<file path="src/pkg/phsc_pkg.sv">
package phsc_pkg;

   // ---------------------------------------------------------------
   // Serial configuration words
   // ---------------------------------------------------------------
   localparam int          WORD_W        = 32;
   localparam int          NUM_WORDS     = 4;
   localparam int          ADDR_FIELD_W  = 2;
   localparam logic [5:0]  BITS_PER_WORD = 6'h20;
   localparam logic [5:0]  BITCNT_MAX    = 6'h21;

   // Power-up contents of each word; low two bits hold the word's own address
   localparam logic [31:0] WORD0_DEFAULT = 32'h0007_F1FC;
   localparam logic [31:0] WORD1_DEFAULT = 32'h0000_0005;
   localparam logic [31:0] WORD2_DEFAULT = 32'h0000_0002;
   localparam logic [31:0] WORD3_DEFAULT = 32'h0000_0003;

   // Word 1 fields
   localparam int W1_ANALOG_LOCK = 29;
   localparam int W1_P16_DIV4    = 30;
   localparam int W1_P16_DIV8    = 31;
   // Word 2 fields
   localparam int W2_CP_NEGATIVE = 2;
   localparam int W2_CP_PRESET   = 3;
   localparam int W2_DISABLE_LSB = 4;
   localparam int W2_INVERT_LSB  = 14;
   localparam int W2_POWER_DOWN  = 28;
   localparam int W2_PIN_IS_HOLD = 29;
   localparam int W2_SOFT_RESET  = 30;
   localparam int W2_SOFT_HOLD   = 31;
   // Word 3 fields
   localparam int W3_WINDOW_LSB  = 2;
   localparam int W3_COUNT_LSB   = 4;
   localparam int W3_CYCLE_SLIP  = 6;
   localparam int W3_HOLD_FUNC   = 9;
   localparam int W3_HOLD_ALWAYS = 11;

   // ---------------------------------------------------------------
   // Lock detection
   // ---------------------------------------------------------------
   localparam logic [1:0]  WIN_3P5     = 2'h0;
   localparam logic [1:0]  WIN_8P5     = 2'h1;
   localparam logic [1:0]  WIN_18P5    = 2'h2;
   localparam logic [1:0]  WIN_FREQ    = 2'h3;
   // Half widths in ps: an edge is outside beyond half the window
   localparam logic [15:0] HALF_3P5_PS  = 16'h06D6;
   localparam logic [15:0] HALF_8P5_PS  = 16'h1099;
   localparam logic [15:0] HALF_18P5_PS = 16'h2422;
   localparam logic [8:0]  LOCK_CNT_0  = 9'h001;
   localparam logic [8:0]  LOCK_CNT_1  = 9'h010;
   localparam logic [8:0]  LOCK_CNT_2  = 9'h040;
   localparam logic [8:0]  LOCK_CNT_3  = 9'h100;
   localparam logic [6:0]  RELOCK_CYCLES = 7'h40;

   // ---------------------------------------------------------------
   // Local register port
   // ---------------------------------------------------------------
   localparam logic [7:0] REG_WORD0  = 8'h00;
   localparam logic [7:0] REG_WORD1  = 8'h04;
   localparam logic [7:0] REG_WORD2  = 8'h08;
   localparam logic [7:0] REG_WORD3  = 8'h0C;
   localparam logic [7:0] REG_STATUS = 8'h10;
   localparam logic [7:0] REG_ROUTE  = 8'h14;
   localparam int         ROUTE_FB_P16 = 10;

   typedef enum logic [1:0] {
      HO_IDLE,
      HO_LOCKED,
      HO_HOLD,
      HO_RELOCK
   } phsc_ho_state_t;

endpackage
</file>
<file path="src/design/phsc_top.sv">
`timescale 1ns/1ps
module phsc_top #(
   parameter int NUM_OUT = 10
) (
   input  wire logic                 clock,
   input  wire logic                 resetn,
   input  wire logic                 clock_enable,
   // Serial configuration port
   input  wire logic                 serial_clock,
   input  wire logic                 serial_data,
   input  wire logic                 serial_latch_enable,
   // Device pins
   input  wire logic                 power_down_pin_n,
   input  wire logic                 mode_pin_n,
   input  wire logic                 analog_lock,
   // Detector events
   input  wire logic                 ref_valid,
   input  wire logic                 ref_edge,
   input  wire logic                 fb_edge,
   input  wire logic                 pfd_sample,
   input  wire logic [15:0]          phase_diff_ps,
   input  wire logic                 freq_offset,
   // Local register port
   input  wire logic [7:0]           reg_addr,
   input  wire logic [31:0]          reg_wdata,
   input  wire logic                 reg_write,
   input  wire logic                 reg_read,
   output logic      [31:0]          reg_rdata,
   // Control outputs
   output logic                      cp_tristate,
   output logic                      cp_preset,
   output logic                      cp_negative,
   output logic                      counters_clear,
   output logic                      power_down_active,
   output logic                      pll_lock_digital,
   output logic                      analog_lock_mode,
   output logic      [NUM_OUT-1:0]   clock_outputs_enable,
   output logic      [NUM_OUT-1:0]   clock_outputs_invert,
   output logic      [NUM_OUT-1:0]   clock_outputs_shift90,
   output logic      [NUM_OUT-1:0]   clock_outputs_ref_aligned,
   output logic                      clock_outputs_static
);

   // ---------------------------------------------------------------
   // Declarations
   // ---------------------------------------------------------------
   logic [31:0]                 word_reg [phsc_pkg::NUM_WORDS];
   logic [31:0]                 shift_reg;
   logic [5:0]                  bitcnt_reg;
   logic                        sclk_prev_reg;
   logic                        le_prev_reg;
   logic                        in_xfer_reg;
   logic [NUM_OUT:0]            route_reg;
   logic [8:0]                  lock_cnt_reg;
   logic                        lock_reg;
   logic                        lost_reg;
   phsc_pkg::phsc_ho_state_t    ho_state_reg;
   logic [6:0]                  relock_cnt_reg;
   logic                        ext_hold_reg;
   logic                        ext_ref_seen_reg;
   logic                        ext_fb_seen_reg;
   logic                        xfer_drop_reg;
   logic [31:0]                 rdata_next;
   logic [8:0]                  lock_target;
   logic [15:0]                 half_window;
   logic                        inside_window;
   logic                        sclk_rise;
   logic                        le_fall;
   logic                        le_rise;
   logic                        pin_hold;
   logic                        pin_reset;
   logic                        ext_hold_req;
   logic                        reset_mode;
   logic                        ho_armed;
   logic                        quarter_mode;

   // ---------------------------------------------------------------
   // Mode decode
   // ---------------------------------------------------------------
   // One multipurpose pin serves either as hold or as reset input
   assign pin_hold     = word_reg[2][phsc_pkg::W2_PIN_IS_HOLD] & ~mode_pin_n;
   assign pin_reset    = ~word_reg[2][phsc_pkg::W2_PIN_IS_HOLD] & ~mode_pin_n;
   assign ext_hold_req = pin_hold | word_reg[2][phsc_pkg::W2_SOFT_HOLD];
   assign reset_mode   = pin_reset | word_reg[2][phsc_pkg::W2_SOFT_RESET];
   assign power_down_active = ~power_down_pin_n | word_reg[2][phsc_pkg::W2_POWER_DOWN];
   // Hold is armed always, or only while the analog lock output is high
   assign ho_armed = word_reg[3][phsc_pkg::W3_HOLD_FUNC]
                     & (word_reg[3][phsc_pkg::W3_HOLD_ALWAYS] | analog_lock);
   assign quarter_mode = word_reg[1][phsc_pkg::W1_P16_DIV4] | word_reg[1][phsc_pkg::W1_P16_DIV8];

   // Serial pins are synchronous to clock, so plain edge detection suffices
   assign sclk_rise = serial_clock & ~sclk_prev_reg;
   assign le_fall   = ~serial_latch_enable & le_prev_reg;
   assign le_rise   = serial_latch_enable & ~le_prev_reg;

   // ---------------------------------------------------------------
   // Serial pin history
   // ---------------------------------------------------------------
   always_ff @(posedge clock) begin
      if (!resetn) begin
         sclk_prev_reg <= 1'b0;
         le_prev_reg   <= 1'b1;
      end else if (clock_enable) begin
         sclk_prev_reg <= serial_clock;
         le_prev_reg   <= serial_latch_enable;
      end
   end

   // ---------------------------------------------------------------
   // Serial shifter
   // ---------------------------------------------------------------
   // Counter saturates so an over-long frame stays detectable
   always_ff @(posedge clock) begin
      if (!resetn) begin
         shift_reg   <= '0;
         bitcnt_reg  <= '0;
         in_xfer_reg <= 1'b0;
      end else if (clock_enable) begin
         if (le_fall) begin
            in_xfer_reg <= 1'b1;
            bitcnt_reg  <= '0;
         end else if (le_rise || serial_latch_enable) begin
            in_xfer_reg <= 1'b0;
         end else if (in_xfer_reg && sclk_rise) begin
            shift_reg <= {shift_reg[30:0], serial_data};
            if (bitcnt_reg != phsc_pkg::BITCNT_MAX) begin
               bitcnt_reg <= bitcnt_reg + 6'h01;
            end
         end
      end
   end

   // ---------------------------------------------------------------
   // Configuration words
   // ---------------------------------------------------------------
   // Power-down restores defaults, which also clears its own register bit.
   // The serial port never answers the host: writes only.
   always_ff @(posedge clock) begin
      if (!resetn || (clock_enable && power_down_active)) begin
         word_reg[0]   <= phsc_pkg::WORD0_DEFAULT;
         word_reg[1]   <= phsc_pkg::WORD1_DEFAULT;
         word_reg[2]   <= phsc_pkg::WORD2_DEFAULT;
         word_reg[3]   <= phsc_pkg::WORD3_DEFAULT;
         xfer_drop_reg <= 1'b0;
      end else if (clock_enable && le_rise && in_xfer_reg) begin
         if (bitcnt_reg == phsc_pkg::BITS_PER_WORD) begin
            word_reg[shift_reg[phsc_pkg::ADDR_FIELD_W-1:0]] <= shift_reg;
         end else begin
            xfer_drop_reg <= 1'b1;
         end
      end
   end

   // ---------------------------------------------------------------
   // Lock detector
   // ---------------------------------------------------------------
   always_comb begin
      unique case (word_reg[3][phsc_pkg::W3_WINDOW_LSB +: 2])
         phsc_pkg::WIN_3P5:  half_window = phsc_pkg::HALF_3P5_PS;
         phsc_pkg::WIN_8P5:  half_window = phsc_pkg::HALF_8P5_PS;
         phsc_pkg::WIN_18P5: half_window = phsc_pkg::HALF_18P5_PS;
         phsc_pkg::WIN_FREQ: half_window = 16'hFFFF;
      endcase
      unique case (word_reg[3][phsc_pkg::W3_COUNT_LSB +: 2])
         2'h0: lock_target = phsc_pkg::LOCK_CNT_0;
         2'h1: lock_target = phsc_pkg::LOCK_CNT_1;
         2'h2: lock_target = phsc_pkg::LOCK_CNT_2;
         2'h3: lock_target = phsc_pkg::LOCK_CNT_3;
      endcase
      // Frequency offset only counts when cycle slip detection is on, or as criterion
      inside_window = (phase_diff_ps <= half_window)
                      && !(freq_offset && (word_reg[3][phsc_pkg::W3_CYCLE_SLIP]
                           || word_reg[3][phsc_pkg::W3_WINDOW_LSB +: 2] == phsc_pkg::WIN_FREQ));
   end

   // A single bad cycle drops lock at once; the count gates only the rising side
   always_ff @(posedge clock) begin
      if (!resetn || (clock_enable && (power_down_active || reset_mode))) begin
         lock_cnt_reg <= '0;
         lock_reg     <= 1'b0;
         lost_reg     <= 1'b0;
      end else if (clock_enable) begin
         lost_reg <= 1'b0;
         if (pfd_sample) begin
            if (!inside_window) begin
               lock_cnt_reg <= '0;
               lock_reg     <= 1'b0;
               lost_reg     <= lock_reg;
            end else if (lock_cnt_reg < lock_target) begin
               if (lock_cnt_reg + 9'h001 == lock_target) begin
                  lock_reg <= 1'b1;
               end
               lock_cnt_reg <= lock_cnt_reg + 9'h001;
            end
         end
      end
   end

   // ---------------------------------------------------------------
   // Automatic hold-over sequence
   // ---------------------------------------------------------------
   always_ff @(posedge clock) begin
      if (!resetn || (clock_enable && (power_down_active || reset_mode))) begin
         ho_state_reg   <= phsc_pkg::HO_IDLE;
         relock_cnt_reg <= '0;
      end else if (clock_enable) begin
         if (!ho_armed) begin
            ho_state_reg <= phsc_pkg::HO_IDLE;
         end else begin
            unique case (ho_state_reg)
               phsc_pkg::HO_IDLE: begin
                  if (lock_reg) begin
                     ho_state_reg <= phsc_pkg::HO_LOCKED;
                  end
               end
               phsc_pkg::HO_LOCKED: begin
                  if (lost_reg) begin
                     ho_state_reg <= phsc_pkg::HO_HOLD;
                  end
               end
               phsc_pkg::HO_HOLD: begin
                  if (ref_valid) begin
                     ho_state_reg   <= phsc_pkg::HO_RELOCK;
                     relock_cnt_reg <= '0;
                  end
               end
               phsc_pkg::HO_RELOCK: begin
                  if (pfd_sample) begin
                     if (relock_cnt_reg + 7'h01 == phsc_pkg::RELOCK_CYCLES) begin
                        ho_state_reg <= phsc_pkg::HO_IDLE;
                     end
                     relock_cnt_reg <= relock_cnt_reg + 7'h01;
                  end
               end
            endcase
         end
      end
   end

   // ---------------------------------------------------------------
   // External hold with release on next reference and feedback edge
   // ---------------------------------------------------------------
   always_ff @(posedge clock) begin
      if (!resetn) begin
         ext_hold_reg     <= 1'b0;
         ext_ref_seen_reg <= 1'b0;
         ext_fb_seen_reg  <= 1'b0;
      end else if (clock_enable) begin
         if (ext_hold_req) begin
            ext_hold_reg     <= 1'b1;
            ext_ref_seen_reg <= 1'b0;
            ext_fb_seen_reg  <= 1'b0;
         end else if (ext_hold_reg) begin
            ext_ref_seen_reg <= ext_ref_seen_reg | ref_edge;
            ext_fb_seen_reg  <= ext_fb_seen_reg | fb_edge;
            if ((ext_ref_seen_reg || ref_edge) && (ext_fb_seen_reg || fb_edge)) begin
               ext_hold_reg <= 1'b0;
            end
         end
      end
   end

   // ---------------------------------------------------------------
   // Pump and output controls
   // ---------------------------------------------------------------
   // Registered so every control pin except the combinational power_down_active changes on a clean edge
   always_ff @(posedge clock) begin
      if (!resetn) begin
         cp_tristate          <= 1'b1;
         cp_preset            <= 1'b0;
         cp_negative          <= 1'b0;
         counters_clear       <= 1'b1;
         pll_lock_digital     <= 1'b0;
         analog_lock_mode     <= 1'b0;
         clock_outputs_enable <= '0;
         clock_outputs_invert <= '0;
         clock_outputs_static <= 1'b1;
      end else if (clock_enable) begin
         cp_tristate <= power_down_active | reset_mode | ext_hold_req | ext_hold_reg
                        | (ho_state_reg == phsc_pkg::HO_HOLD);
         cp_preset        <= word_reg[2][phsc_pkg::W2_CP_PRESET];
         cp_negative      <= word_reg[2][phsc_pkg::W2_CP_NEGATIVE];
         counters_clear   <= power_down_active | reset_mode;
         pll_lock_digital <= lock_reg & ~power_down_active;
         analog_lock_mode <= word_reg[1][phsc_pkg::W1_ANALOG_LOCK];
         clock_outputs_enable <= ~word_reg[2][phsc_pkg::W2_DISABLE_LSB +: NUM_OUT]
                                 & {NUM_OUT{~power_down_active}};
         clock_outputs_invert <= word_reg[2][phsc_pkg::W2_INVERT_LSB +: NUM_OUT];
         clock_outputs_static <= reset_mode | power_down_active;
      end
   end

   // Quarter-mode shift; with feedback on that divider the other outputs lead
   always_ff @(posedge clock) begin
      if (!resetn) begin
         clock_outputs_shift90     <= '0;
         clock_outputs_ref_aligned <= '1;
      end else if (clock_enable) begin
         clock_outputs_shift90 <= route_reg[NUM_OUT-1:0] & {NUM_OUT{quarter_mode}};
         if (quarter_mode && route_reg[phsc_pkg::ROUTE_FB_P16]) begin
            clock_outputs_ref_aligned <= route_reg[NUM_OUT-1:0];
         end else begin
            clock_outputs_ref_aligned <= '1;
         end
      end
   end

   // ---------------------------------------------------------------
   // Local register port
   // ---------------------------------------------------------------
   always_ff @(posedge clock) begin
      if (!resetn) begin
         route_reg <= '0;
      end else if (clock_enable && reg_write && reg_addr == phsc_pkg::REG_ROUTE) begin
         route_reg <= reg_wdata[NUM_OUT:0];
      end
   end

   always_comb begin
      rdata_next = '0;
      unique case (reg_addr)
         phsc_pkg::REG_WORD0:  rdata_next = word_reg[0];
         phsc_pkg::REG_WORD1:  rdata_next = word_reg[1];
         phsc_pkg::REG_WORD2:  rdata_next = word_reg[2];
         phsc_pkg::REG_WORD3:  rdata_next = word_reg[3];
         phsc_pkg::REG_STATUS: rdata_next = {24'h00_0000, xfer_drop_reg, ext_hold_reg, ho_state_reg,
                                             reset_mode, power_down_active, cp_tristate, lock_reg};
         phsc_pkg::REG_ROUTE:  rdata_next = {{(31-NUM_OUT){1'b0}}, route_reg};
         default:              rdata_next = '0;
      endcase
   end

   // Read data stands only in the cycle after the strobe
   always_ff @(posedge clock) begin
      if (!resetn) begin
         reg_rdata <= '0;
      end else if (clock_enable) begin
         reg_rdata <= reg_read ? rdata_next : '0;
      end
   end

endmodule

</file>
<file path="config.mk">
export PLATFORM = sky130hd
export DESIGN_NAME = phsc_top
export DESIGN_NICKNAME = d
export VERILOG_FILES = /design/src/pkg/phsc_pkg.sv /design/src/design/phsc_top.sv
export SDC_FILE = /design/constraint.sdc
export NUM_CORES = 1
export LEC_CHECK = 0
export ABC_AREA = 1
export BUFFER_PORTS_ARGS = -buffer_cell sky130_fd_sc_hd__buf_2
export CAP_MARGIN = 20
export CORE_UTILIZATION = 52
export DETAILED_ROUTE_END_ITERATION = 7
export GPL_ROUTABILITY_DRIVEN = 0
export PLACE_DENSITY = 0.75
export SYNTH_ARGS = -nofsm -noshare
export SYNTH_HDL_FRONTEND = slang
export SYNTH_SLANG_ARGS = --single-unit
</file>
<file path="constraint.sdc">
create_clock -name clock -period 2.7 [get_ports clock]
set_clock_uncertainty 0.2 [all_clocks]
set_input_delay 0.27 -clock clock [delete_from_list [all_inputs] [get_ports clock]]
set_output_delay 0.27 -clock clock [all_outputs]
set_load 0.005 [all_outputs]
</file>
==> impl_metrics.py <==
metrics = {
    "run_status": {
        "status": "finished, final reports clean",
    },
    "logic_synthesis": {
        "syn_avg_cell_area_sq_um": 8.755,
        "ys_types": 48,
        "synth_edf_count": 128,
        "async_reset_ff_share_pct": 0,
        "ys_ff_latch": 282,
        "seq_area_frac_synth_pct": 56.15,
        "syn_inst": 1409,
        "ys.flop_type": "dfxtp_1",
        "synthesis.area_sq_mm": 0.01234,
        "synth_warnings": 0,
    },
    "cts": {
        "clkSlewWorstSetupHoldPaths_ns": 0.06,
        "max-clock-path-buffers": 3,
        "clock-sinks": 282,
        "numCtsBuffers": 29,
        "cts-root-buf": "clkbuf_16",
        "cts_tree": "built",
        "htree_levels": 1,
        "clock_latency_ns": 0.56,
    },
    "run": {
        "drv_cap": 0,
    },
    "global_route": {
        "grt_pass1_vias": 9885,
        "grt_max_degree": 67,
        "grt_usage_pct": 26.79,
        "grt_antenna_before_repair": 1,
        "grt_pass1_wl_um": 51000,
        "grt-ovfl-total": 0,
    },
    "worst_setup_path": {
        "worstPathArrival_ns": 2.74,
        "cp-end-kind": "register",
        "max_stage_delay_ns": 0.42,
        "cp_cell_sequence": "inv_1 > ha_4 > nor2_4 > ha_1 > nand2_1 > inv_1 > nand2_1 > nand2_1 > nand2_1 > nand2_1 > nand2_1 > nand2_1 > nand2_2 > nand2_1 > nand2_2 > buf_6 > nand2_1 > a21oi_1",
        "rrSetupSlack_ns": 0.23,
        "critPathMostFrequentCell": "nand2_1",
        "critPathSlowestCell": "edfxtp_1",
        "criticalPathCategory": "register to register",
        "cp.required_ns": 2.97,
        "cp-startpoint": "word_reg[3][3]",
        "regToRegStartpoint": "word_reg[3][3]",
        "cp_max_fo": 9,
        "cp-start-kind": "register",
    },
    "sta": {
        "totalNegativeSetupSlack_ns": 0,
        "finalWorstSetupSlack_ns": 0.2332,
        "fmax_mhz": 405.4,
        "period_share_pct": 91.36,
        "relSlewSlack_pct": 44.31,
        "final-max-slew-violation-count": 0,
        "finalHoldViolCount": 0,
        "period_needed_ns": 2.467,
        "worstMarginPinSlew_ns": 0.8353,
        "setup_viol": 0,
    },
    "final_layout": {
        "layout-drive-gt1-share_pct": 16.87,
        "diodes": 0,
        "largest_reg_flops": 128,
        "fin_util_pct": 63.81,
        "fill_cells": 1902,
        "nets": 1659,
        "syn_to_final_growth_pct": 18.89,
        "final_cells": 1890,
    },
    "die": {
        "die_h_um": 156.0,
        "die_area_sq_mm": 0.02434,
        "core_area_sq_mm": 0.02298,
        "die_x_um": 156.0,
        "start_util_pct": 53.67,
        "ios": 152,
        "rows": 55,
    },
    "detailed_routing": {
        "vias": 10447,
        "antenna_left": 0,
        "routed_wl_um": 32510,
        "via_per_inst": 5.528,
        "dr.pass1.iters": 5,
        "drc": 0,
        "wl_per_cell_um": 17.20,
        "dr.first_iter.drc_count": 984,
    },
    "placed_design": {
        "dp_slack_ns": 0.01434,
        "dp_cells": 1816,
        "port_buffers": 130,
        "place_hpwl_um": 21460,
    },
    "power_and_ir_drop": {
        "powerDensity_mw_per_mm2": 646.1,
        "power.leakage_nw": 5.724,
        "total_power_mw": 9.475,
        "ir_drop_v": 0.0005171,
    },
    "hold_path": {
        "holdCritStartpoint": "pfd_sample",
        "hold_class": "primary input to register",
    },
}
critical path, delay by kind of cell (launching register included):
| family | cells | cell delay, ns |
|---|---|---|
| and+or+nand+nor | 12 | 0.92 |
| buffers and inverters | 3 | 0.32 |
| DFF | 1 | 0.42 |
| adders and majority gates | 2 | 0.46 |
| AOI/OAI and AO/OA | 1 | 0.11 |
report_power, final:
group          internal, mW  total (mW)  switching, mW
registers              4.60        4.68         0.0779
clock network          2.47        4.16           1.69
logic                 0.222       0.635          0.412
total                  7.29        9.47           2.18
cells in the mapped netlist (all sizes together) (2+ instances only):
cell	number	share of area, %
nor2	210	6.5
nand4	38	1.9
a211oi	23	1.8
o211ai	11	0.67
xor2	3	0.21
nor3	12	0.57
o31ai	2	0.12
ha	33	3.3
edfxtp	128	31
o2111ai	3	0.21
a21oi	115	4.7
inv	118	3.6
dfxtp	154	25
nand2	270	8.3
nor3b	2	0.12
buf	28	1.2
clkbuf	46	1.4
nor4	4	0.32
o21bai	2	0.12
xnor2	2	0.14
o21ai	64	2.6
conb	2	0.061
nand3	125	5.1
or2	4	0.20
cells by family (layout without fill, tap and decap cells):
family	after synthesis	in the layout	share of synthesized area, %
adder cells (fa/ha/maj)	33	33	3.347
buffers and inverters	193	357	6.258
other	2	6	0.06088
AND/OR/NAND/NOR	668	668	23.19
AO/OA/AOI/OAI	226	226	10.64
flip-flops	282	282	56.15
XOR/XNOR	5	5	0.3551
placed cells by master, fill, tap and decap left out, drive strengths merged:
cell type | netlist | routed
a22oi | 1 | 1
xnor2 | 2 | 2
dlygate4sd3 | 0 | 18
o21ai | 64 | 64
o2111ai | 3 | 3
a221oi | 1 | 1
or2 | 4 | 4
a211oi | 23 | 23
nor4 | 4 | 4
dfxtp | 154 | 154
nand2 | 270 | 270
a31oi | 1 | 1
clkinvlp | 0 | 2
a21oi | 115 | 115
buf | 28 | 166
and3 | 1 | 1
inv | 118 | 120
ha | 33 | 33
bufinv | 0 | 4
nand3b | 1 | 1
and2 | 1 | 1
o21bai | 2 | 2
clkinv | 1 | 15
edfxtp | 128 | 128
o211ai | 11 | 11
clkbuf | 46 | 32
nand4 | 38 | 38
a2bb2oi | 1 | 1
conb | 2 | 6
o31ai | 2 | 2
nor2 | 210 | 210
nor3 | 12 | 12
a21o | 1 | 1
o21a | 1 | 1
nor3b | 2 | 2
nand3 | 125 | 125
xor2 | 3 | 3
metrics by stage:
| stage | hold slack (ns) | instance area, sq um |
|---|---|---|
| floorplan | 0.2049 | 12350 |
| global placement | 0.2444 | 13420 |
| detailed placement | 0.2479 | 13420 |
| CTS | 0.003394 | 14610 |
| global route | 0.04632 | 14670 |
| finish | 0.02463 | 14670 |
final timing paths:
kind,endpoint,cells after the start
worst max-delay path,lock_cnt_reg[0],18
worst min-delay path,lock_reg,5
worst max register to register,lock_cnt_reg[0],18
worst min register to register,clock_outputs_enable[3],1
timing repair:
action | CTS | global route
hold buffers | 18 | 0
resized for setup | 0 | 12
setup endpoints to repair | 0 | 10
endpoints found under the hold margin | 21 | 0
buffers inserted | 0 | 2
layout make-up:
class	instances	area, sq um	area share (%)
inverters	119	446.7	3.046
clock buffers	32	778.2	5.307
well taps	313	391.6	2.670
clock inverters	22	231.5	1.578
flip-flops and latches	282	6927	47.23
repair buffers	184	1180	8.045
multi-input cells	938	4711	32.12
per-layer routing:
metal	up-vias	global-route usage [%]	part of all wire [%]
met5	-	0	0.040
met4	2	7.190	2.1
met3	66	4.806	9.8
met2	488	45.00	46
met1	4860	35.57	42
li1	5031	-	-
No activity file was read; power rests on OpenSTA's default activity.
